==> src/bmt_pkg.sv <==
// Purpose: constants and types of the buzzer and melody tone generator
// Assumes: 8-bit registers on a 16-bit address, printed byte offsets
// Notes:   one definition per number; the design imports all of it
package bmt_pkg;
  // register offsets
  localparam logic [15:0] ADDR_A_DIV_LO = 16'hA040;
  localparam logic [15:0] ADDR_A_DIV_HI = 16'hA041;
  localparam logic [15:0] ADDR_A_DUR    = 16'hA042;
  localparam logic [15:0] ADDR_A_PAU    = 16'hA043;
  localparam logic [15:0] ADDR_B_DIV_LO = 16'hA044;
  localparam logic [15:0] ADDR_B_DIV_HI = 16'hA045;
  localparam logic [15:0] ADDR_B_DUR    = 16'hA046;
  localparam logic [15:0] ADDR_B_PAU    = 16'hA047;
  localparam logic [15:0] ADDR_CFG      = 16'hA048;
  localparam logic [15:0] ADDR_HOLD     = 16'hA049;
  localparam logic [15:0] ADDR_TU       = 16'hA04A;
  localparam logic [15:0] ADDR_IRQ_STAT = 16'hA04B;
  localparam logic [15:0] ADDR_IRQ_MASK = 16'hA04C;
  // buzzer_config fields
  localparam int CFG_EN  = 7;
  localparam int CFG_INV = 6;
  localparam int CFG_IEB = 5;
  localparam int CFG_IEA = 4;
  localparam int CFG_FB  = 3;
  localparam int CFG_FA  = 2;
  localparam int CFG_GOB = 1;
  localparam int CFG_GOA = 0;
  // time_unit_control fields
  localparam int TU_MSB  = 7;
  localparam int TU_LSB  = 6;
  localparam int TU_BASE = 4;
  localparam int TU_IE   = 1;
  localparam int TU_FLAG = 0;
  // irq status and mask bits
  localparam int IRQ_A = 0;
  localparam int IRQ_B = 1;
  localparam int IRQ_H = 2;
  // reset value of every register
  localparam logic [7:0] REG_RESET = 8'h00;
  // timing
  localparam int SLOW_CLK_HZ = 32000;
  localparam int UNIT_MS     = 1;
  localparam int SLOW_EDGES_PER_UNIT = SLOW_CLK_HZ * UNIT_MS / 1000;
  localparam int BASE_DIV_LO = 32;
  localparam int BASE_DIV_HI = 64;
  // register bus request
  typedef struct packed {
    logic        rd;
    logic        wr;
    logic [15:0] addr;
    logic [7:0]  wdata;
  } bmt_bus_req_type;
  // sequencer states
  typedef enum logic [2:0] {
    ST_IDLE  = 3'b001,
    ST_TONE  = 3'b010,
    ST_PAUSE = 3'b100
  } bmt_state_type;
endpackage

==> src/bmt_buzzer_melody.sv <==
// Purpose: two-note buzzer and melody tone generator with supply-hold timer
// Assumes: sys_clk 10 MHz, slow_32k_clock asynchronous to it
// Notes:   all outputs are flops; reads answer one cycle after the strobe
`timescale 1ns/1ps
// What this block does
// - tone is clock over base over divisor+1
// - twelve-bit divisor, A and B each split low/high registers
// - base select: clear 32, set 64
// - tone lasts unit times duration count
// - silent pause lasts unit times pause count
// - unit field gives 1/2/4/8 ms
// - unit ticks come from slow clock
// - starting any note starts supply-hold timer
// - hold expiry sets flag, software clears it
// - enable bit switches whole controller
// - invert bit flips output pin polarity
// - note end sets flag when enabled
// - start bit plays note, self clears
// - both starts together: A then B
// - playing bits read at start positions
// - play once or alternate as ping-pong
module bmt_buzzer_melody #(
  parameter int EDGES_PER_UNIT = bmt_pkg::SLOW_EDGES_PER_UNIT
) (
  input  wire logic                      sys_clk,
  input  wire logic                      rst_b,
  input  wire bmt_pkg::bmt_bus_req_type  bus_req,
  output logic [7:0]                     rd_data,
  input  wire logic                      slow_32k_clock,
  output logic                           buzzer_output_pin,
  output logic                           supply_hold_active,
  output logic                           irq
);
  import bmt_pkg::*;

  // unit counter is 9 bits wide: EDGES_PER_UNIT * 8 must fit
  if (EDGES_PER_UNIT < 1 || EDGES_PER_UNIT > 63) begin : g_chk
    $error("EDGES_PER_UNIT out of range");
  end

  // last prescale count for the selected base, half a base period
  function automatic logic [4:0] half_last(input logic sel);
    half_last = sel ? 5'(BASE_DIV_HI / 2 - 1) : 5'(BASE_DIV_LO / 2 - 1);
  endfunction

  // sticky flag: hardware set wins over a software clear
  function automatic logic flag_upd(input logic cur, input logic set,
                                    input logic clr);
    flag_upd = set | (cur & ~clr);
  endfunction

  // registers
  logic [11:0]   div_a_reg, div_b_reg;
  logic [7:0]    dur_a_reg, pau_a_reg, dur_b_reg, pau_b_reg, hold_len_reg;
  logic          en_reg, inv_reg, ie_a_reg, ie_b_reg;
  logic          flag_a_reg, flag_b_reg, go_a_reg, go_b_reg;
  logic [1:0]    tu_reg;
  logic          base_reg, hold_ie_reg, hold_flag_reg;
  logic [2:0]    irq_stat_reg, irq_mask_reg;
  logic          slow_s1_reg, slow_s2_reg, slow_prev_reg;
  logic [8:0]    unit_cnt_reg;
  bmt_state_type state_reg, state_next;
  logic          cur_b_reg, cur_b_next;
  logic [7:0]    time_reg, time_next;
  logic [4:0]    pre_reg;
  logic [12:0]   tone_reg;
  logic [7:0]    hold_cnt_reg;
  logic          hold_run_reg;
  logic [7:0]    rd_data_reg;
  logic          buzzer_reg, irq_reg;

  // address decode
  wire wr_cfg   = bus_req.wr && bus_req.addr == ADDR_CFG;
  wire wr_tu    = bus_req.wr && bus_req.addr == ADDR_TU;
  wire rd_stat  = bus_req.rd && bus_req.addr == ADDR_IRQ_STAT;
  wire [7:0] wd = bus_req.wdata;

  // effective enable after this cycle's write
  wire en_new   = wr_cfg ? wd[CFG_EN] : en_reg;
  wire go_a_set = wr_cfg & wd[CFG_EN] & wd[CFG_GOA];
  wire go_b_set = wr_cfg & wd[CFG_EN] & wd[CFG_GOB];
  wire note_start = go_a_set | go_b_set;

  // slow clock edge and time unit tick; >= so a shorter unit picked mid-count still ticks
  wire       slow_edge  = slow_s2_reg & ~slow_prev_reg;
  wire [8:0] unit_limit = 9'(EDGES_PER_UNIT) << tu_reg;
  wire       unit_tick  = slow_edge && unit_cnt_reg >= unit_limit - 9'h001;

  // note finishes when its pause has run out
  wire note_done = state_reg == ST_PAUSE && time_reg == 8'h00;
  wire done_a    = note_done & ~cur_b_reg;
  wire done_b    = note_done & cur_b_reg;

  // supply-hold timer expiry
  wire hold_expire = hold_run_reg & unit_tick & (hold_cnt_reg <= 8'h01);

  // go bits: a fresh write is kept even if the note ends now
  wire go_a_next = en_new & (go_a_set | (go_a_reg & ~done_a));
  wire go_b_next = en_new & (go_b_set | (go_b_reg & ~done_b));

  // end flags, cleared by writing zero
  wire fa_next = flag_upd(flag_a_reg, done_a & ie_a_reg,
                          wr_cfg & ~wd[CFG_FA]);
  wire fb_next = flag_upd(flag_b_reg, done_b & ie_b_reg,
                          wr_cfg & ~wd[CFG_FB]);
  wire fh_next = flag_upd(hold_flag_reg, hold_expire,
                          wr_tu & ~wd[TU_FLAG]);

  // interrupt events; a read of the status register clears them
  wire [2:0] irq_ev = {hold_expire & hold_ie_reg, done_b & ie_b_reg,
                       done_a & ie_a_reg};
  wire [2:0] stat_next = irq_ev | (irq_stat_reg & ~{3{rd_stat}});

  // playing status for read-back
  wire play_a = state_reg != ST_IDLE && !cur_b_reg;
  wire play_b = state_reg != ST_IDLE && cur_b_reg;

  // tone generation: half-base prescaler then divisor counter
  wire [11:0] div_cur  = cur_b_reg ? div_b_reg : div_a_reg;
  wire        pre_tick = pre_reg == half_last(base_reg);
  wire [12:0] tone_last = {div_cur, 1'b1};
  wire        phase    = tone_reg <= {1'b0, div_cur};
  wire        buz_next = ((state_reg == ST_TONE) & phase) ^ inv_reg;

  // sequencer next state
  always_comb begin
    state_next = state_reg;
    cur_b_next = cur_b_reg;
    time_next  = time_reg;
    case (state_reg)
      ST_IDLE: begin
        // A wins when both are pending
        if (go_a_reg) begin
          state_next = ST_TONE;
          cur_b_next = 1'b0;
          time_next  = dur_a_reg;
        end else if (go_b_reg) begin
          state_next = ST_TONE;
          cur_b_next = 1'b1;
          time_next  = dur_b_reg;
        end
      end
      ST_TONE: begin
        if (time_reg == 8'h00) begin
          state_next = ST_PAUSE;
          time_next  = cur_b_reg ? pau_b_reg : pau_a_reg;
        end else if (unit_tick) begin
          time_next = time_reg - 8'h01;
        end
      end
      ST_PAUSE: begin
        // hand over to the other pending note: ping-pong
        if (time_reg == 8'h00) begin
          if (done_a && go_b_reg) begin
            state_next = ST_TONE;
            cur_b_next = 1'b1;
            time_next  = dur_b_reg;
          end else if (done_b && go_a_reg) begin
            state_next = ST_TONE;
            cur_b_next = 1'b0;
            time_next  = dur_a_reg;
          end else begin
            state_next = ST_IDLE;
          end
        end else if (unit_tick) begin
          time_next = time_reg - 8'h01;
        end
      end
      default: begin
        state_next = ST_IDLE;
      end
    endcase
    if (!en_new) begin
      state_next = ST_IDLE;
      time_next  = 8'h00;
    end
  end

  // read mux; unmapped addresses read zero
  logic [7:0] rd_mux;
  always_comb begin
    case (bus_req.addr)
      ADDR_A_DIV_LO: rd_mux = div_a_reg[7:0];
      ADDR_A_DIV_HI: rd_mux = {4'h0, div_a_reg[11:8]};
      ADDR_A_DUR:    rd_mux = dur_a_reg;
      ADDR_A_PAU:    rd_mux = pau_a_reg;
      ADDR_B_DIV_LO: rd_mux = div_b_reg[7:0];
      ADDR_B_DIV_HI: rd_mux = {4'h0, div_b_reg[11:8]};
      ADDR_B_DUR:    rd_mux = dur_b_reg;
      ADDR_B_PAU:    rd_mux = pau_b_reg;
      ADDR_CFG:      rd_mux = {en_reg, inv_reg, ie_b_reg, ie_a_reg,
                               flag_b_reg, flag_a_reg, play_b, play_a};
      ADDR_HOLD:     rd_mux = hold_len_reg;
      ADDR_TU:       rd_mux = {tu_reg, 1'b0, base_reg, 2'b00,
                               hold_ie_reg, hold_flag_reg};
      ADDR_IRQ_STAT: rd_mux = {5'h00, irq_stat_reg};
      ADDR_IRQ_MASK: rd_mux = {5'h00, irq_mask_reg};
      default:       rd_mux = 8'h00;
    endcase
  end

  // plain storage registers written by software
  always_ff @(posedge sys_clk or negedge rst_b) begin
    if (!rst_b) begin
      div_a_reg    <= {4'h0, REG_RESET};
      div_b_reg    <= {4'h0, REG_RESET};
      dur_a_reg    <= REG_RESET;
      pau_a_reg    <= REG_RESET;
      dur_b_reg    <= REG_RESET;
      pau_b_reg    <= REG_RESET;
      hold_len_reg <= REG_RESET;
      irq_mask_reg <= REG_RESET[2:0];
    end else if (bus_req.wr) begin
      case (bus_req.addr)
        ADDR_A_DIV_LO: div_a_reg[7:0]  <= wd;
        ADDR_A_DIV_HI: div_a_reg[11:8] <= wd[3:0];
        ADDR_A_DUR:    dur_a_reg       <= wd;
        ADDR_A_PAU:    pau_a_reg       <= wd;
        ADDR_B_DIV_LO: div_b_reg[7:0]  <= wd;
        ADDR_B_DIV_HI: div_b_reg[11:8] <= wd[3:0];
        ADDR_B_DUR:    dur_b_reg       <= wd;
        ADDR_B_PAU:    pau_b_reg       <= wd;
        ADDR_HOLD:     hold_len_reg    <= wd;
        ADDR_IRQ_MASK: irq_mask_reg    <= wd[2:0];
        default:       irq_mask_reg    <= irq_mask_reg;
      endcase
    end
  end

  // control bits and flags
  always_ff @(posedge sys_clk or negedge rst_b) begin
    if (!rst_b) begin
      {en_reg, inv_reg, ie_b_reg, ie_a_reg} <= REG_RESET[7:4];
      {flag_b_reg, flag_a_reg, go_b_reg, go_a_reg} <= REG_RESET[3:0];
      {tu_reg, base_reg, hold_ie_reg, hold_flag_reg} <= REG_RESET[4:0];
      irq_stat_reg <= REG_RESET[2:0];
    end else begin
      en_reg        <= en_new;
      go_a_reg      <= go_a_next;
      go_b_reg      <= go_b_next;
      flag_a_reg    <= fa_next;
      flag_b_reg    <= fb_next;
      hold_flag_reg <= fh_next;
      irq_stat_reg  <= stat_next;
      if (wr_cfg) begin
        {inv_reg, ie_b_reg, ie_a_reg} <= wd[CFG_INV:CFG_IEA];
      end
      if (wr_tu) begin
        tu_reg      <= wd[TU_MSB:TU_LSB];
        base_reg    <= wd[TU_BASE];
        hold_ie_reg <= wd[TU_IE];
      end
    end
  end

  // slow clock synchroniser and unit counter
  always_ff @(posedge sys_clk or negedge rst_b) begin
    if (!rst_b) begin
      slow_s1_reg   <= 1'b0;
      slow_s2_reg   <= 1'b0;
      slow_prev_reg <= 1'b0;
      unit_cnt_reg  <= 9'h000;
    end else begin
      slow_s1_reg   <= slow_32k_clock;
      slow_s2_reg   <= slow_s1_reg;
      slow_prev_reg <= slow_s2_reg;
      if (!en_reg || unit_tick) begin
        unit_cnt_reg <= 9'h000;
      end else if (slow_edge) begin
        unit_cnt_reg <= unit_cnt_reg + 9'h001;
      end
    end
  end

  // sequencer, tone counters and supply-hold timer
  always_ff @(posedge sys_clk or negedge rst_b) begin
    if (!rst_b) begin
      state_reg    <= ST_IDLE;
      cur_b_reg    <= 1'b0;
      time_reg     <= 8'h00;
      pre_reg      <= 5'h00;
      tone_reg     <= 13'h0000;
      hold_cnt_reg <= 8'h00;
      hold_run_reg <= 1'b0;
    end else begin
      state_reg <= state_next;
      cur_b_reg <= cur_b_next;
      time_reg  <= time_next;
      // counters restart with each tone so every note opens in phase
      if (state_next != ST_TONE || state_reg != ST_TONE || pre_tick) begin
        pre_reg <= 5'h00;
      end else begin
        pre_reg <= pre_reg + 5'h01;
      end
      if (state_next != ST_TONE || state_reg != ST_TONE) begin
        tone_reg <= 13'h0000;
      end else if (pre_tick) begin
        tone_reg <= (tone_reg == tone_last) ? 13'h0000 : tone_reg + 13'h0001;
      end
      if (!en_new) begin
        hold_run_reg <= 1'b0;
      end else if (note_start) begin
        hold_run_reg <= 1'b1;
        hold_cnt_reg <= hold_len_reg;
      end else if (hold_run_reg && unit_tick) begin
        hold_run_reg <= ~hold_expire;
        hold_cnt_reg <= hold_cnt_reg - 8'h01;
      end
    end
  end

  // output flops
  always_ff @(posedge sys_clk or negedge rst_b) begin
    if (!rst_b) begin
      rd_data_reg <= 8'h00;
      buzzer_reg  <= 1'b0;
      irq_reg     <= 1'b0;
    end else begin
      rd_data_reg <= bus_req.rd ? rd_mux : 8'h00;
      buzzer_reg  <= buz_next;
      irq_reg     <= |(stat_next & irq_mask_reg);
    end
  end

  assign rd_data            = rd_data_reg;
  assign buzzer_output_pin  = buzzer_reg;
  assign supply_hold_active = hold_run_reg;
  assign irq                = irq_reg;

  // checks
  quiet_out_a: assert property (@(posedge sys_clk) disable iff (!rst_b)
    (state_reg != ST_TONE) |=> (buzzer_reg == $past(inv_reg)))
    else $error("output not inactive outside tone");
  disable_stop_a: assert property (@(posedge sys_clk) disable iff (!rst_b)
    (wr_cfg && !wd[CFG_EN]) |=> (state_reg == ST_IDLE && !go_a_reg && !go_b_reg))
    else $error("disable did not stop the note");
  a_first_a: assert property (@(posedge sys_clk) disable iff (!rst_b)
    (state_reg == ST_IDLE && go_a_reg && go_b_reg && en_new)
      |=> (state_reg == ST_TONE && !cur_b_reg))
    else $error("note B played before note A");
  start_play_a: assert property (@(posedge sys_clk) disable iff (!rst_b)
    (state_reg == ST_IDLE && !go_a_reg && !go_b_reg && go_a_set)
      |=> ##1 (state_reg == ST_TONE && !cur_b_reg))
    else $error("start did not play note A");
  hold_flag_a: assert property (@(posedge sys_clk) disable iff (!rst_b)
    (hold_expire && !note_start) |=> hold_flag_reg && !hold_run_reg)
    else $error("hold expiry lost");
  end_flag_a: assert property (@(posedge sys_clk) disable iff (!rst_b)
    (done_b && ie_b_reg) |=> flag_b_reg)
    else $error("note end flag not set");
  hold_start_a: assert property (@(posedge sys_clk) disable iff (!rst_b)
    note_start |=> (hold_run_reg && hold_cnt_reg == $past(hold_len_reg)))
    else $error("hold timer not started");
  pause_len_a: assert property (@(posedge sys_clk) disable iff (!rst_b)
    (state_reg == ST_TONE && time_reg == 8'h00 && en_new)
      |=> (state_reg == ST_PAUSE &&
           time_reg == (cur_b_reg ? $past(pau_b_reg) : $past(pau_a_reg))))
    else $error("pause not loaded");
  base_len_a: assert property (@(posedge sys_clk) disable iff (!rst_b)
    (state_reg == ST_TONE && state_next == ST_TONE && !pre_tick)
      |=> (pre_reg == $past(pre_reg) + 5'h01))
    else $error("prescaler stalled");
endmodule // bmt_buzzer_melody

==> config.mk <==
export PLATFORM = sky130hd
export DESIGN_NAME = bmt_buzzer_melody
export DESIGN_NICKNAME = d
export VERILOG_FILES = /design/src/bmt_pkg.sv /design/src/bmt_buzzer_melody.sv
export SDC_FILE = /design/constraint.sdc
export NUM_CORES = 1
export LEC_CHECK = 0
export ABC_AREA = 1
export BUFFER_PORTS_ARGS = -buffer_cell sky130_fd_sc_hd__buf_2
export CAP_MARGIN = 0
export CORE_ASPECT_RATIO = 1.5
export CORE_MARGIN = 4
export CORE_UTILIZATION = 60
export CTS_BUF_LIST = sky130_fd_sc_hd__clkbuf_4
export DETAILED_ROUTE_END_ITERATION = 8
export GPL_ROUTABILITY_DRIVEN = 0
export GPL_TIMING_DRIVEN = 0
export PLACE_DENSITY = 0.75
export SLEW_MARGIN = 20
export SYNTH_ARGS = -nofsm -noshare
export SYNTH_HDL_FRONTEND = slang
export SYNTH_SLANG_ARGS = --single-unit
==> constraint.sdc <==
create_clock -name sys_clk -period 6.1 [get_ports sys_clk]
set_input_delay 1.22 -clock sys_clk [delete_from_list [all_inputs] [get_ports sys_clk]]
set_output_delay 1.22 -clock sys_clk [all_outputs]
set_load 0.02 [all_outputs]
# Yosys cells after proc, flatten, opt, wreduce, memory -nomap -nowiden
# Index checks and enable logic that the tools add are counted.
# classes
add_sub_neg,6
magnitude_cmp,3
n_eq_ne,28
shift,1
mux,40
bitwise,44
n_reduce_logical,34
# op_table
operator,n
equality test 16 bit (second input constant),13
one-hot mux 8 bit (13 select lines),1
2-to-1 mux 8 bit,12
2-to-1 mux 13 bit,3
one-hot mux 8 bit (3 select lines),1
AND 1 bit,22
AND reduction 2 bit,11
2-to-1 mux 9 bit,2
subtractor 8 x 1 -> 8 bit (second input constant),2
2-to-1 mux 3 bit,5
adder 13 x 1 -> 13 bit (second input constant),1
equality test 13 bit,1
less-or-equal comparator 13 x 12 -> 1 bit,1
2-to-1 mux 12 bit,1
inverter 1 bit,11
logical AND 1 bit,10
2-to-1 mux 5 bit,2
adder 9 x 1 -> 9 bit (second input constant),1
>= comparator 9 bit,1
2-to-1 mux 1 bit,9
!= test 3 x 1 -> 1 bit (second input constant),3
one-hot mux 3 bit (3 select lines),1
left shift 6 x 2 -> 9 bit (first input constant),1
subtractor 9 x 1 -> 9 bit (second input constant),1
other kinds (26),40
# totals
ff_bits,144
inputBits,29
output_inout_bits,11
elab_cells,193

# Longest topological paths before layout
# Gate-level depths: netlist of the first run.
# logic_depth
ltp_word,13
mapped_depth,15

# Worst setup path after synthesis of the first run
# No wires, ideal clock.
# synth_timing
path_kind,input-to-reg
start,in bus_req[13] (netlist name)
end,reg pau_b_reg[6]
arrival_time_ns,2.473
required_time_ns,5.971
slack_ns,3.498
stages,11
path_buffers,1
cell_sequence,nor2_1 -> nand3_2 -> nor2_4 -> nand3_2 -> inv_1 -> nand2_1 -> nor2_4 -> nand2_2 -> buf_2 -> nand2_1 -> o21ai_0
# synth_via
elab_chain_len,2
# synth_lines
item,line,text
"start, declared",bmt_buzzer_melody.sv:27,"input wire bmt_pkg::bmt_bus_req_type bus_req,"
equality test 16 bit,bmt_buzzer_melody.sv:214,case (bus_req.addr)
AND reduction 2 bit (no line),n/a,
"end signal, assigned",bmt_buzzer_melody.sv:222,ADDR_B_PAU: pau_b_reg <= wd;
"end, declared",bmt_buzzer_melody.sv:54,"logic [7:0] dur_a_reg, pau_a_reg, dur_b_reg, pau_b_reg, hold_len_reg;"
# Every way passes these cells.
# A chain may end at the register's enable or synchronous reset.

# Final worst setup path of the first run
# layout_timing
start,reg cur_b_reg
end,reg buzzer_reg (netlist: buzzer_output_pin)
# layout_via
elab_chain_len,4
# layout_lines
item,line,text
"start, declared",bmt_buzzer_melody.sv:63,"logic cur_b_reg, cur_b_next;"
"start signal, assigned",bmt_buzzer_melody.sv:287,cur_b_reg <= cur_b_next;
2-to-1 mux 12 bit,bmt_buzzer_melody.sv:119,wire [11:0] div_cur = cur_b_reg ? div_b_reg : div_a_reg;
less-or-equal comparator 13 x 12 -> 1 bit,bmt_buzzer_melody.sv:122,"wire phase = tone_reg <= {1'b0, div_cur};"
AND 1 bit,bmt_buzzer_melody.sv:123,wire buz_next = ((state_reg == ST_TONE) & phase) ^ inv_reg;
XOR 1 bit,bmt_buzzer_melody.sv:123,
net buz_next,bmt_buzzer_melody.sv:123,
"end signal, assigned",bmt_buzzer_melody.sv:320,buzzer_reg <= buz_next;
"end, declared",bmt_buzzer_melody.sv:70,"logic buzzer_reg, irq_reg;"
# The timed path passes the listed nets, and every way through them passes these cells.

==> metrics.md, run 1 <==
| Metric | Value |
|---|---|
| Status | complete, no violations |
| Post-synth EDFFs | 0 |
| Most common cell after layout, fill and taps aside | nand2_1 |
| Upper clock frequency limit | 349.6 MHz |
| DRT antenna net count | 0 |
| CP delay by family, top | buffers and inverters |
| Leak | around 4.4 nW |
| Top Usage Layer GRT | met2 |
| Vias in the first global route | just over 8000 |
| Post-CTS sizing | 0 |
| Ys async rst share | 100.0% |
| Number of setup buffers added after CTS | 0 |
| CP required | 6.55 ns |
| Crit-path max FO | 10 |
| Largest net degree at the start of global routing | between 90 and 100 |
| Endpoints failing hold | 0 |
| Type of the most critical hold path | flop to flop |
| Vias | 8211 |
| Top-Level Pins | 40 |
| RSZ-0062 raised after global routing | false |
| Synth Instances | 1203 |
| Std cell rows | 53 |
| Syn_area_per_cell | 7.092 µm² |
| Yosys reg bits | about 140 |
| Worst path slowest cell | clkbuf_1 |
| Worst skew pair latency | 0.57 ns |
| Global-route wire length before repair | 40.74 mm |
| DRC errors left | 0 |
| Via density | 5.593 |
| Xor/xnor share of the synthesized area | 2.361% |
| H-tree depth | 4 |
| PortBufs | 39 |
| Starting DRT DRC Count | 628 |
| CP Data Arrival Time | around 3.3 ns |
| Sequential fraction of the synthesis area | about 42% |
| CTS root buffer | clkbuf_4 |
| Fillers | 1275 |
| Num CTS Buffers | 17 |
| Min Tclk post-route | 2.860 ns |
| Initial antenna violation count | 1 |
| Final Max Slew Viols | 0 |
| Hold_buf cts | 0 |
| Final WS setup | 3.240 ns |
| Cell Area, Synth | 8532 µm² |
| Setup TNS | 0 ns |
| Clk_skew | 0.01740 ns |
| Die height | 154.0 µm |
| Share of cells above drive strength 1 | 8.863% |
| Initial core utilization | 60.98% |
| Multiplexer share of the synthesized area | 0% |
| Met3 Resource Use GR | approximately 5.4% |
| Most frequent cells in the layout | nand2_1, dfrtp_1, nor2_1 |
| Max reg flops | 13 |
| Main synth FF type | dfrtp_1 |
| WL final | 24.69 mm |
| Worst slack, placed | 2.852 ns |
| Gr usage total | 32.16% |
| Hpwl dp | roughly 19 mm |
| Largest family of logic cells by synthesized area | simple AND/OR/NAND/NOR gates |
| Global route overflow | 0 |
| Clock tree buffer depth | 2 |
| Maximum VDD drop | 0.1310 mV |
| Area Growth Syn to Fin | 9.562% |
| Slew @ Worst Pin | 0.9841 ns |
| GRT met1 Usage | 35.46% |
| Slew headroom | between 30% and 40% |
| Clk sink count | 144 |
| Fin crit share | 46.89% |
| Power Dens Cells | about 190 nW/µm² |
| Startpoint types | flop |
| Die area | 16230 µm² |
| Met2 Usage GRT | a little under three fifths |
| Worst path most repeated cell | nand2_1 |
| Fin nets | 1313 |
| Synth unique cells | 44 |
| Core footprint | 13990 µm² |
| Post-synth net total | 1254 |
| Worst Setup End Kind | flop |
| WL/cell | between 15 and 20 µm |
| Clock Pin Slew Worst Setup and Hold Paths | 0.11 ns |
| Drt pass-1 iters | 5 |
| Max Cap Viol | 0 |
| Post-synthesis adder-cell area fraction | 3.226% |
| Critical path, cell by cell | buf_2, clkbuf_1, clkbuf_1, o21a_1, ha_1, nand4_1, or4_1, nand2_1, nand2_1, nand2_1, nand2_1 |
| WP buf/inv | 3 |
| Critical path class | flop to flop |
| Synth warnings | 0 |
| Synth Area in Simple Gates | roughly 33% |
| CTS tree | built |
| CP max stage delay | 0.50 ns |
| Die width | 105.4 µm |
| Synth Area in Compound Gates | 12.23% |
| Final-report setup violation count | 0 |
-- through the flow --
step	instance area [µm²]	utilization [%]	power [W]	cells	hold slack, ns
floorplan	8532	-	0.0009917	1203	0.3312
global placement	8967	64.09	0.001033	1434	0.3357
detailed placement	9005	64.36	0.001037	1435	0.3371
CTS	9345	66.79	0.001750	1467	0.3649
global route	9348	66.81	0.001801	1468	0.3791
finish	9348	66.81	0.001737	1468	0.3607
-- report_power, final --
group,leakage [nW],total (W),switching [W],internal (W)
combinational,2.25,0.0000619,0.0000490,0.0000129
clock,0.173,0.000719,0.000356,0.000363
sequential,1.98,0.000956,0.000000486,0.000956
-- cell usage after synthesis (all sizes together) (7+ instances only) --
cell    count  area (µm²)
buf         7       33.78
inv       126       473.0
xor2       17       148.9
nor3       21       126.4
nor2      150       610.6
nand3      77       415.4
dfrtp     143        3578
o21ai     137       700.7
nand2     387        1463
clkbuf     19       71.32
ha         22       275.3
nand4      18       118.9
a21oi      41       227.7
-- routing by layer --
layer,wire [µm],part of all wire [%],up-vias
li1,-,-,4002
met1,8936,36,3776
met2,12520,51,315
met3,1500,6.1,118
met4,1732,7.0,0
met5,0,0,-
-- kinds of logic (layout without fill, tap and decap cells) --
family	count (synthesis)	count (layout)
AO/OA/AOI/OAI	194	194
AND/OR/NAND/NOR	665	665
XOR/XNOR	23	23
adder cells (fa/ha/maj)	22	22
other	1	2
buffers and inverters	154	226
flip-flops	144	144
-- area by class of cell --
type                    instances  area (µm²)  share of cell area (%)
diodes                          1       2.502                 0.02677
plain buffers                  26       105.1                   1.124
clock buffers                  17       127.6                   1.365
clock inverters                15       212.7                   2.275
inverters                     128       480.5                   5.140
multi-input cells             905        4342                   46.45
flip-flops and latches        144        3605                   38.56
well taps                     192       240.2                   2.570
repair buffers                 40       232.7                   2.490
-- path summary, 6_finish.rpt --
check                                            from                          end  slack [ns]  depth (start not counted)
worst max-delay path            cur_b_reg$_DFFE_PN0P_  buzzer_output_pin$_DFF_PN0_        3.24                         11
worst min-delay path            slow_s1_reg$_DFF_PN0_        slow_s2_reg$_DFF_PN0_        0.36                          0
worst max register to register  cur_b_reg$_DFFE_PN0P_  buzzer_output_pin$_DFF_PN0_        3.24                         11
worst min register to register  slow_s1_reg$_DFF_PN0_        slow_s2_reg$_DFF_PN0_        0.36                          0
max in group asynchronous                       rst_b       state_reg[0]$_DFF_PN1_        4.74                          2
min in group asynchronous                       rst_b  unit_cnt_reg[3]$_DFFE_PN0P_        0.54                          1
(Power assumes the default switching activity.)
==> inputs of run 2 (changes only) <==
ABC_AREA = 0   (was 1)
CORE_UTILIZATION = 58   (was 60)
PLACE_DENSITY = 0.76   (was 0.75)
clock period = 2.4 ns   (was 6.1 ns; I/O delays follow)
==> metrics.md, run 2 <==
| Metric | Value |
|---|---|
| Status | complete, but fails checks |
| Failing checks | setup timing |
| Critical R2R Capture | buzzer_output_pin$_DFF_PN0_ |
| PortBufs | 38 |
| Hold_ws | 0.1534 ns |
| Synth Instances | 777 |
| CP required | around 2.9 ns |
| RSZ-0062 raised after global routing | true |
| Post-synthesis adder-cell area fraction | around 3.4% |
| Main synth FF type | dfrtp_1 |
| Cell Area, Synth | 8200 µm² |
| Type of the most critical hold path | input port to flop |
| Die height | approximately 150 µm |
| Most common cell after layout, fill and taps aside | dfrtp_1 |
| Hpwl dp | 17.33 mm |
| Final-report setup violation count | 3 |
| Yosys reg bits | 144 |
| WL/cell | ~24 µm |
| Vias in the first global route | 6978 |
| Syn_area_per_cell | 10.55 µm² |
| WL final | 24.52 mm |
| Gr usage total | 30.17% |
| Std cell rows | 53 |
| Starting DRT DRC Count | just under 700 |
| Power Dens Cells | 451.3 nW/µm² |
| Drt pass-1 iters | 6 |
| Fin crit share | 111.6% |
| Worst skew pair latency | 0.58 ns |
| Max reg flops | 13 |
| Largest cells by area after synthesis | dfrtp_1, mux2_2, mux2i_1, ha_1, nor2_1 |
| Leak | 4.072 nW |
| Most frequent cells in the layout | dfrtp_1, mux2_2, nor2_1 |
| Final WS setup | -0.2786 ns |
| Ys async rst share | between 90% and 100% |
| H-tree depth | 4 |
| Hold_sp | bus_req[2] |
| Clock Pin Slew Worst Setup and Hold Paths | about 0.14 ns |
| Global-route wire length before repair | 37.97 mm |
| DRT antenna net count | 0 |
| Clk_skew | approximately 0.016 ns |
| Final Total Pwr | between 0.004 and 0.005 W |
| Top-Level Pins | 40 |
| Worst slack, placed | -0.8412 ns |
| R2R depth | 9 |
| Multiplexer share of the synthesized area | 15.79% |
| Critical path class | flop to flop |
| Fin nets | 904 |
| Reg-to-Reg Start | cur_b_reg$_DFFE_PN0P_ |
| Core footprint | 13930 µm² |
| Area share of the largest cell type after synthesis | 43.64% |
| Clk sink count | 144 |
| Hold Path Sink | div_b_reg[10]$_DFFE_PN0P_ |
| Synth Area in Compound Gates | 14.57% |
| Finished Core Util | between 60% and 70% |
| Largest net degree at the start of global routing | 87 |
| DRC errors left | 0 |
| Count leader, synth | dfrtp_1 |
| Sequential fraction of the synthesis area | 43.96% |
| Via density | 6.743 |
| Num CTS Buffers | 17 |
| Startpoint types | flop |
| Area Growth Syn to Fin | 16.52% |
| Post-synth net total | 828 |
| Synth cell count leaders | dfrtp_1, mux2_2, nor2_1, nand2_1 |
| Xor/xnor share of the synthesized area | 3.631% |
| CP Data Arrival Time | about 3.1 ns |
| Synth Area in Simple Gates | 16.31% |
| Upper clock frequency limit | between 300 and 400 MHz |
| Clock tree buffer depth | 2 |
| Endpoints failing hold | 0 |
| Area leader, netlist | dfrtp_1 |
| Placed Cells incl. Taps | 981 |
| CTS root buffer | clkbuf_4 |
| Worst Setup End Kind | flop |
| Initial core utilization | 58.89% |
| Maximum VDD drop | slightly above 0.3 mV |
| Largest family of logic cells by synthesized area | simple AND/OR/NAND/NOR gates |
| Post-route insts no fill | 1032 |
| Die area | 16140 µm² |
| Post-synth EDFFs | 0 |
| Final Max Slew Viols | 0 |
| Slew headroom | between 30% and 40% |
| Slew @ Worst Pin | a little over 1 ns |
| Initial antenna violation count | 1 |
| Global route overflow | 0 |
| Vias | ~7000 |
| Die width | 105.1 µm |
| Min Tclk post-route | between 2 and 3 ns |
| Share of cells above drive strength 1 | 28.98% |
| Synth warnings | 0 |
| Crit-path max FO | 5 |
| CTS tree | built |
| Synth unique cells | 70 |
| Setup slack on the worst flop-to-flop path | -0.28 ns |
| Max Cap Viol | 0 |
| Worst hold stages | 2 |
run 2: changes by cell type in the layout (fill, tap and decap cells not counted), moves of 14 or more:
cell | previous run | this run
nor2_1 | 141 | 54
o21ai_0 | 128 | 13
mux2i_1 | 0 | 25
buf_4 | 0 | 15
nand3_1 | 71 | 21
inv_1 | 119 | 15
xnor2_1 | 6 | 22
nand2_1 | 383 | 50
mux2_2 | 0 | 83
nor2b_1 | 0 | 16
a22oi_1 | 0 | 14
run 2: worst max path at each step:
stage                           from  slack [ns]                     endpoint  depth (start not counted)
3_3_place_gp                   rst_b       -1.07         pre_reg[1]$_DFF_PN0_                          1
2_1_floorplan  cur_b_reg$_DFFE_PN0P_       -0.04  buzzer_output_pin$_DFF_PN0_                          8
5_1_grt        cur_b_reg$_DFFE_PN0P_       -0.40  buzzer_output_pin$_DFF_PN0_                          9
3_5_place_dp             bus_req[13]       -0.84     dur_a_reg[5]$_DFFE_PN0P_                          7
4_1_cts        cur_b_reg$_DFFE_PN0P_       -0.18  buzzer_output_pin$_DFF_PN0_                          8
6_report       cur_b_reg$_DFFE_PN0P_       -0.28  buzzer_output_pin$_DFF_PN0_                          9
run 2: layout make-up:
cell class	count	area (µm²)
Antenna cell	1	2.502
Buffer	26	138.9
Clock buffer	17	127.6
Clock inverter	15	173.9
Fill cell	990	4370
Inverter	16	62.56
Multi-Input combinational cell	589	4815
Sequential cell	144	3606
Tap cell	165	206.4
Timing Repair Buffer	59	422.9
run 2: worst max-delay path, stage by stage, from the launching register on:
cell       delay, ns
dfrtp_2         0.49
buf_12          0.17
mux2i_4         0.29
ha_1            0.28
nor2b_1         0.13
o21a_1          0.17
o21ai_0         0.24
a21oi_1         0.15
o2111ai_1       0.19
or4b_1          0.45
run 2: repair_timing:
item / in CTS / in global routing
pin swaps: 9 / 27
hold endpoints to repair: 58 / 1
hold buffers: 1 / 1
resized for setup: 32 / 45
setup endpoints to repair: 66 / 50
gates cloned: 1 / 0
buffers inserted: 7 / 10
run 2: per-stage QoR:
stage | TNS (ns) | area [µm²]
floorplan | -0.04108 | 8219
global placement | -181.94 | 8616
detailed placement | -37.05 | 8653
CTS | -0.1808 | 9220
global route | -1.200 | 9555
finish | -0.3228 | 9555
run 2: per-layer routing:
metal | part of all wire (%) | up-vias | track usage [%]
met3 | 7.2 | 123 | 5.880
met2 | 51 | 365 | 51.55
met1 | 34 | 3415 | 33.48
met5 | 0 | - | 0
met4 | 7.9 | 0 | 21.26
li1 | - | 3056 | -
run 2: power breakdown:
part           total [W]  internal (W)  switching (W)
clock            0.00169      0.000650        0.00104
sequential       0.00243       0.00243     0.00000230
combinational   0.000192     0.0000493       0.000143
run 2: cells by family after synthesis:
group / Yosys count
AOI/OAI and AO/OA: 166
and+or+nand+nor: 247
adders and majority gates: 22
xor gates and xnor gates: 34
muxes: 119
DFF: 144
buffers and inverters: 44
other: 1
==> inputs of run 3 (changes only) <==
SETUP_SLACK_MARGIN = 0.4   (was not set)
SLEW_MARGIN = not set   (was 20)
==> metrics.md, run 3 (synthesized netlist as in run 2, its figures left out) <==
| Metric | Value |
|---|---|
| Status | complete, but fails checks |
| Failing checks | setup timing |
| Crit-path max FO | 5 |
| Reg-to-Reg Start | cur_b_reg$_DFFE_PN0P_ |
| WL/cell | 24.31 µm |
| Max reg flops | 13 |
| Largest net degree at the start of global routing | ~100 |
| Worst setup path end | buzzer_output_pin$_DFF_PN0_ |
| Final WS setup | -0.1778 ns |
| Num CTS Buffers | 17 |
| Placed Area | 8865 µm² |
| Internal Power | around 0.0033 W |
| Endpoints failing hold | 0 |
| Final Total Pwr | roughly 0.0044 W |
| Global-route wire length before repair | 40.11 mm |
| Type of the most critical hold path | input port to flop |
| Setup TNS | -0.3902 ns |
| CP Data Arrival Time | 3.05 ns |
| Share of cells above drive strength 1 | between 30% and 40% |
| Logic pwr share | 4.5% |
| Critical R2R Capture | buzzer_output_pin$_DFF_PN0_ |
| Vias | 7176 |
| DRT antenna net count | 0 |
| Worst skew pair latency | 0.61 ns |
| Via density | slightly below 7 |
| Gr usage total | 32.11% |
| Sw power | 0.001091 W |
| Seq pwr share | a little under three fifths |
| Clk sink count | 144 |
| Startpoint types | flop |
| Leak | approximately 4.4 nW |
| CP startpoint | cur_b_reg$_DFFE_PN0P_ |
| Setup slack on the worst flop-to-flop path | -0.18 ns |
| CTS tree | built |
| Final Instance Area | 10270 µm² |
| Max Cap Viol | 0 |
| Top-Level Pins | 40 |
| Final-report setup violation count | 10 |
| Vias in the first global route | roughly 7500 |
| Maximum VDD drop | 0.3627 mV |
| Slew @ Worst Pin | 0.7596 ns |
| CTS root buffer | clkbuf_4 |
| R2R depth | 10 |
| Clock tree buffer depth | 2 |
| WL final | 25.94 mm |
| Die area | ~16000 µm² |
| Global route overflow | 0 |
| Final Max Slew Viols | 0 |
| Clk_skew | 0.02645 ns |
| CP required | 2.87 ns |
| Most frequent cells in the layout | dfrtp_1, mux2_2, nand2_1, nor2_1, buf_2 |
| Worst Setup End Kind | flop |
| Fin nets | 939 |
| Critical path class | flop to flop |
| Area Growth Syn to Fin | 25.19% |
| Fin crit share | 107.4% |
| Initial antenna violation count | 2 |
| Hpwl dp | 17.55 mm |
| Upper clock frequency limit | a little under 400 MHz |
| Power Dens Cells | 429.1 nW/µm² |
| RSZ-0062 raised after global routing | true |
| DRC errors left | 0 |
| Sw frac | 24.76% |
| Slew headroom | around 50% |
| H-tree depth | 4 |
| Drt pass-1 iters | 8 |
| Hold_ws | between 0.1 and 0.15 ns |
| Initial core utilization | 58.89% |
| Die height | roughly 150 µm |
| Min Tclk post-route | 2.578 ns |
| PortBufs | 38 |
| Most common cell after layout, fill and taps aside | dfrtp_1 |
| Std cell rows | 53 |
| Die width | between 100 and 150 µm |
| Core footprint | 13930 µm² |
| Starting DRT DRC Count | 534 |
| Part of the power in the clock network | about 40% |
| Clock Pin Slew Worst Setup and Hold Paths | ~0.13 ns |
run 3: cell types whose count changed in the layout (fill, tap and decap cells not counted), sizes merged:
cell | before | now
buf | 68 | 104
clkinvlp | 5 | 3
clkinv | 1 | 4
bufinv | 2 | 4
diode | 1 | 2
inv | 23 | 18
run 3: how the worst min path moves through the flow:
stage	cells past startpoint	start	slack [ns]	to
6_report	2	bus_req[2]	0.15	div_b_reg[10]$_DFFE_PN0P_
5_1_grt	2	bus_req[2]	0.14	div_b_reg[10]$_DFFE_PN0P_
4_1_cts	2	bus_req[2]	0.12	div_b_reg[10]$_DFFE_PN0P_
3_5_place_dp	0	slow_s1_reg$_DFF_PN0_	0.34	slow_s2_reg$_DFF_PN0_
3_3_place_gp	0	slow_s1_reg$_DFF_PN0_	0.34	slow_s2_reg$_DFF_PN0_
2_1_floorplan	0	rst_b	0.18	base_reg$_DFFE_PN0P_
run 3: worst max-delay path, stage by stage (launching register included):
cell and delay [ns]:
dfrtp_2 0.48, buf_12 0.15, buf_16 0.13, buf_6 0.12
mux2i_4 0.19, ha_4 0.28, nand4_1 0.07, or3_4 0.41
o211ai_1 0.10, o21ai_1 0.08, or4b_1 0.45
run 3: routing by layer:
layer	part of all wire, %	track usage [%]
met1	35	34.63
met3	5.5	6.930
met5	0	0
met4	8.6	24.08
met2	51	54.79
run 3: power groups by stage:
| stage | Combinational [W] | Clock (W) | Sequential (W) |
|---|---|---|---|
| 2_1_floorplan | 0.0000621 | 0 | 0.00248 |
| 3_3_place_gp | 0.000177 | 0 | 0.00248 |
| 3_5_place_dp | 0.000188 | 0 | 0.00248 |
| 4_1_cts | 0.000194 | 0.00179 | 0.00243 |
| 5_1_grt | 0.000211 | 0.00190 | 0.00243 |
| 6_report | 0.000197 | 0.00178 | 0.00243 |
run 3: timing repair:
action                                  CTS  global route
hold endpoints to repair                 44             0
gates resized for setup                  82            60
endpoints found under the setup margin   63            67
buffers inserted                         33            16
pin swaps                                41            31
hold buffers                              2             0
cloned                                    2             0
run 3: cell type report:
type                            instances  area [µm²]
Antenna cell                            2       5.005
Buffer                                 28       186.4
Clock buffer                           18       135.1
Clock inverter                         13       186.4
Fill cell                             940        3660
Inverter                               16       65.06
Multi-Input combinational cell        589        5131
Sequential cell                       144        3606
Tap cell                              165       206.4
Timing Repair Buffer                   92       744.5
run 3: metrics by stage:
step | cells | setup slack (ns) | utilization, %
global route | 1067 | -0.2808 | 73.72
CTS | 1049 | -0.1913 | 70.77
global placement | 980 | -1.114 | 63.41
finish | 1067 | -0.1778 | 73.72
floorplan | 777 | -0.04108 | -
detailed placement | 981 | -0.5602 | 63.66
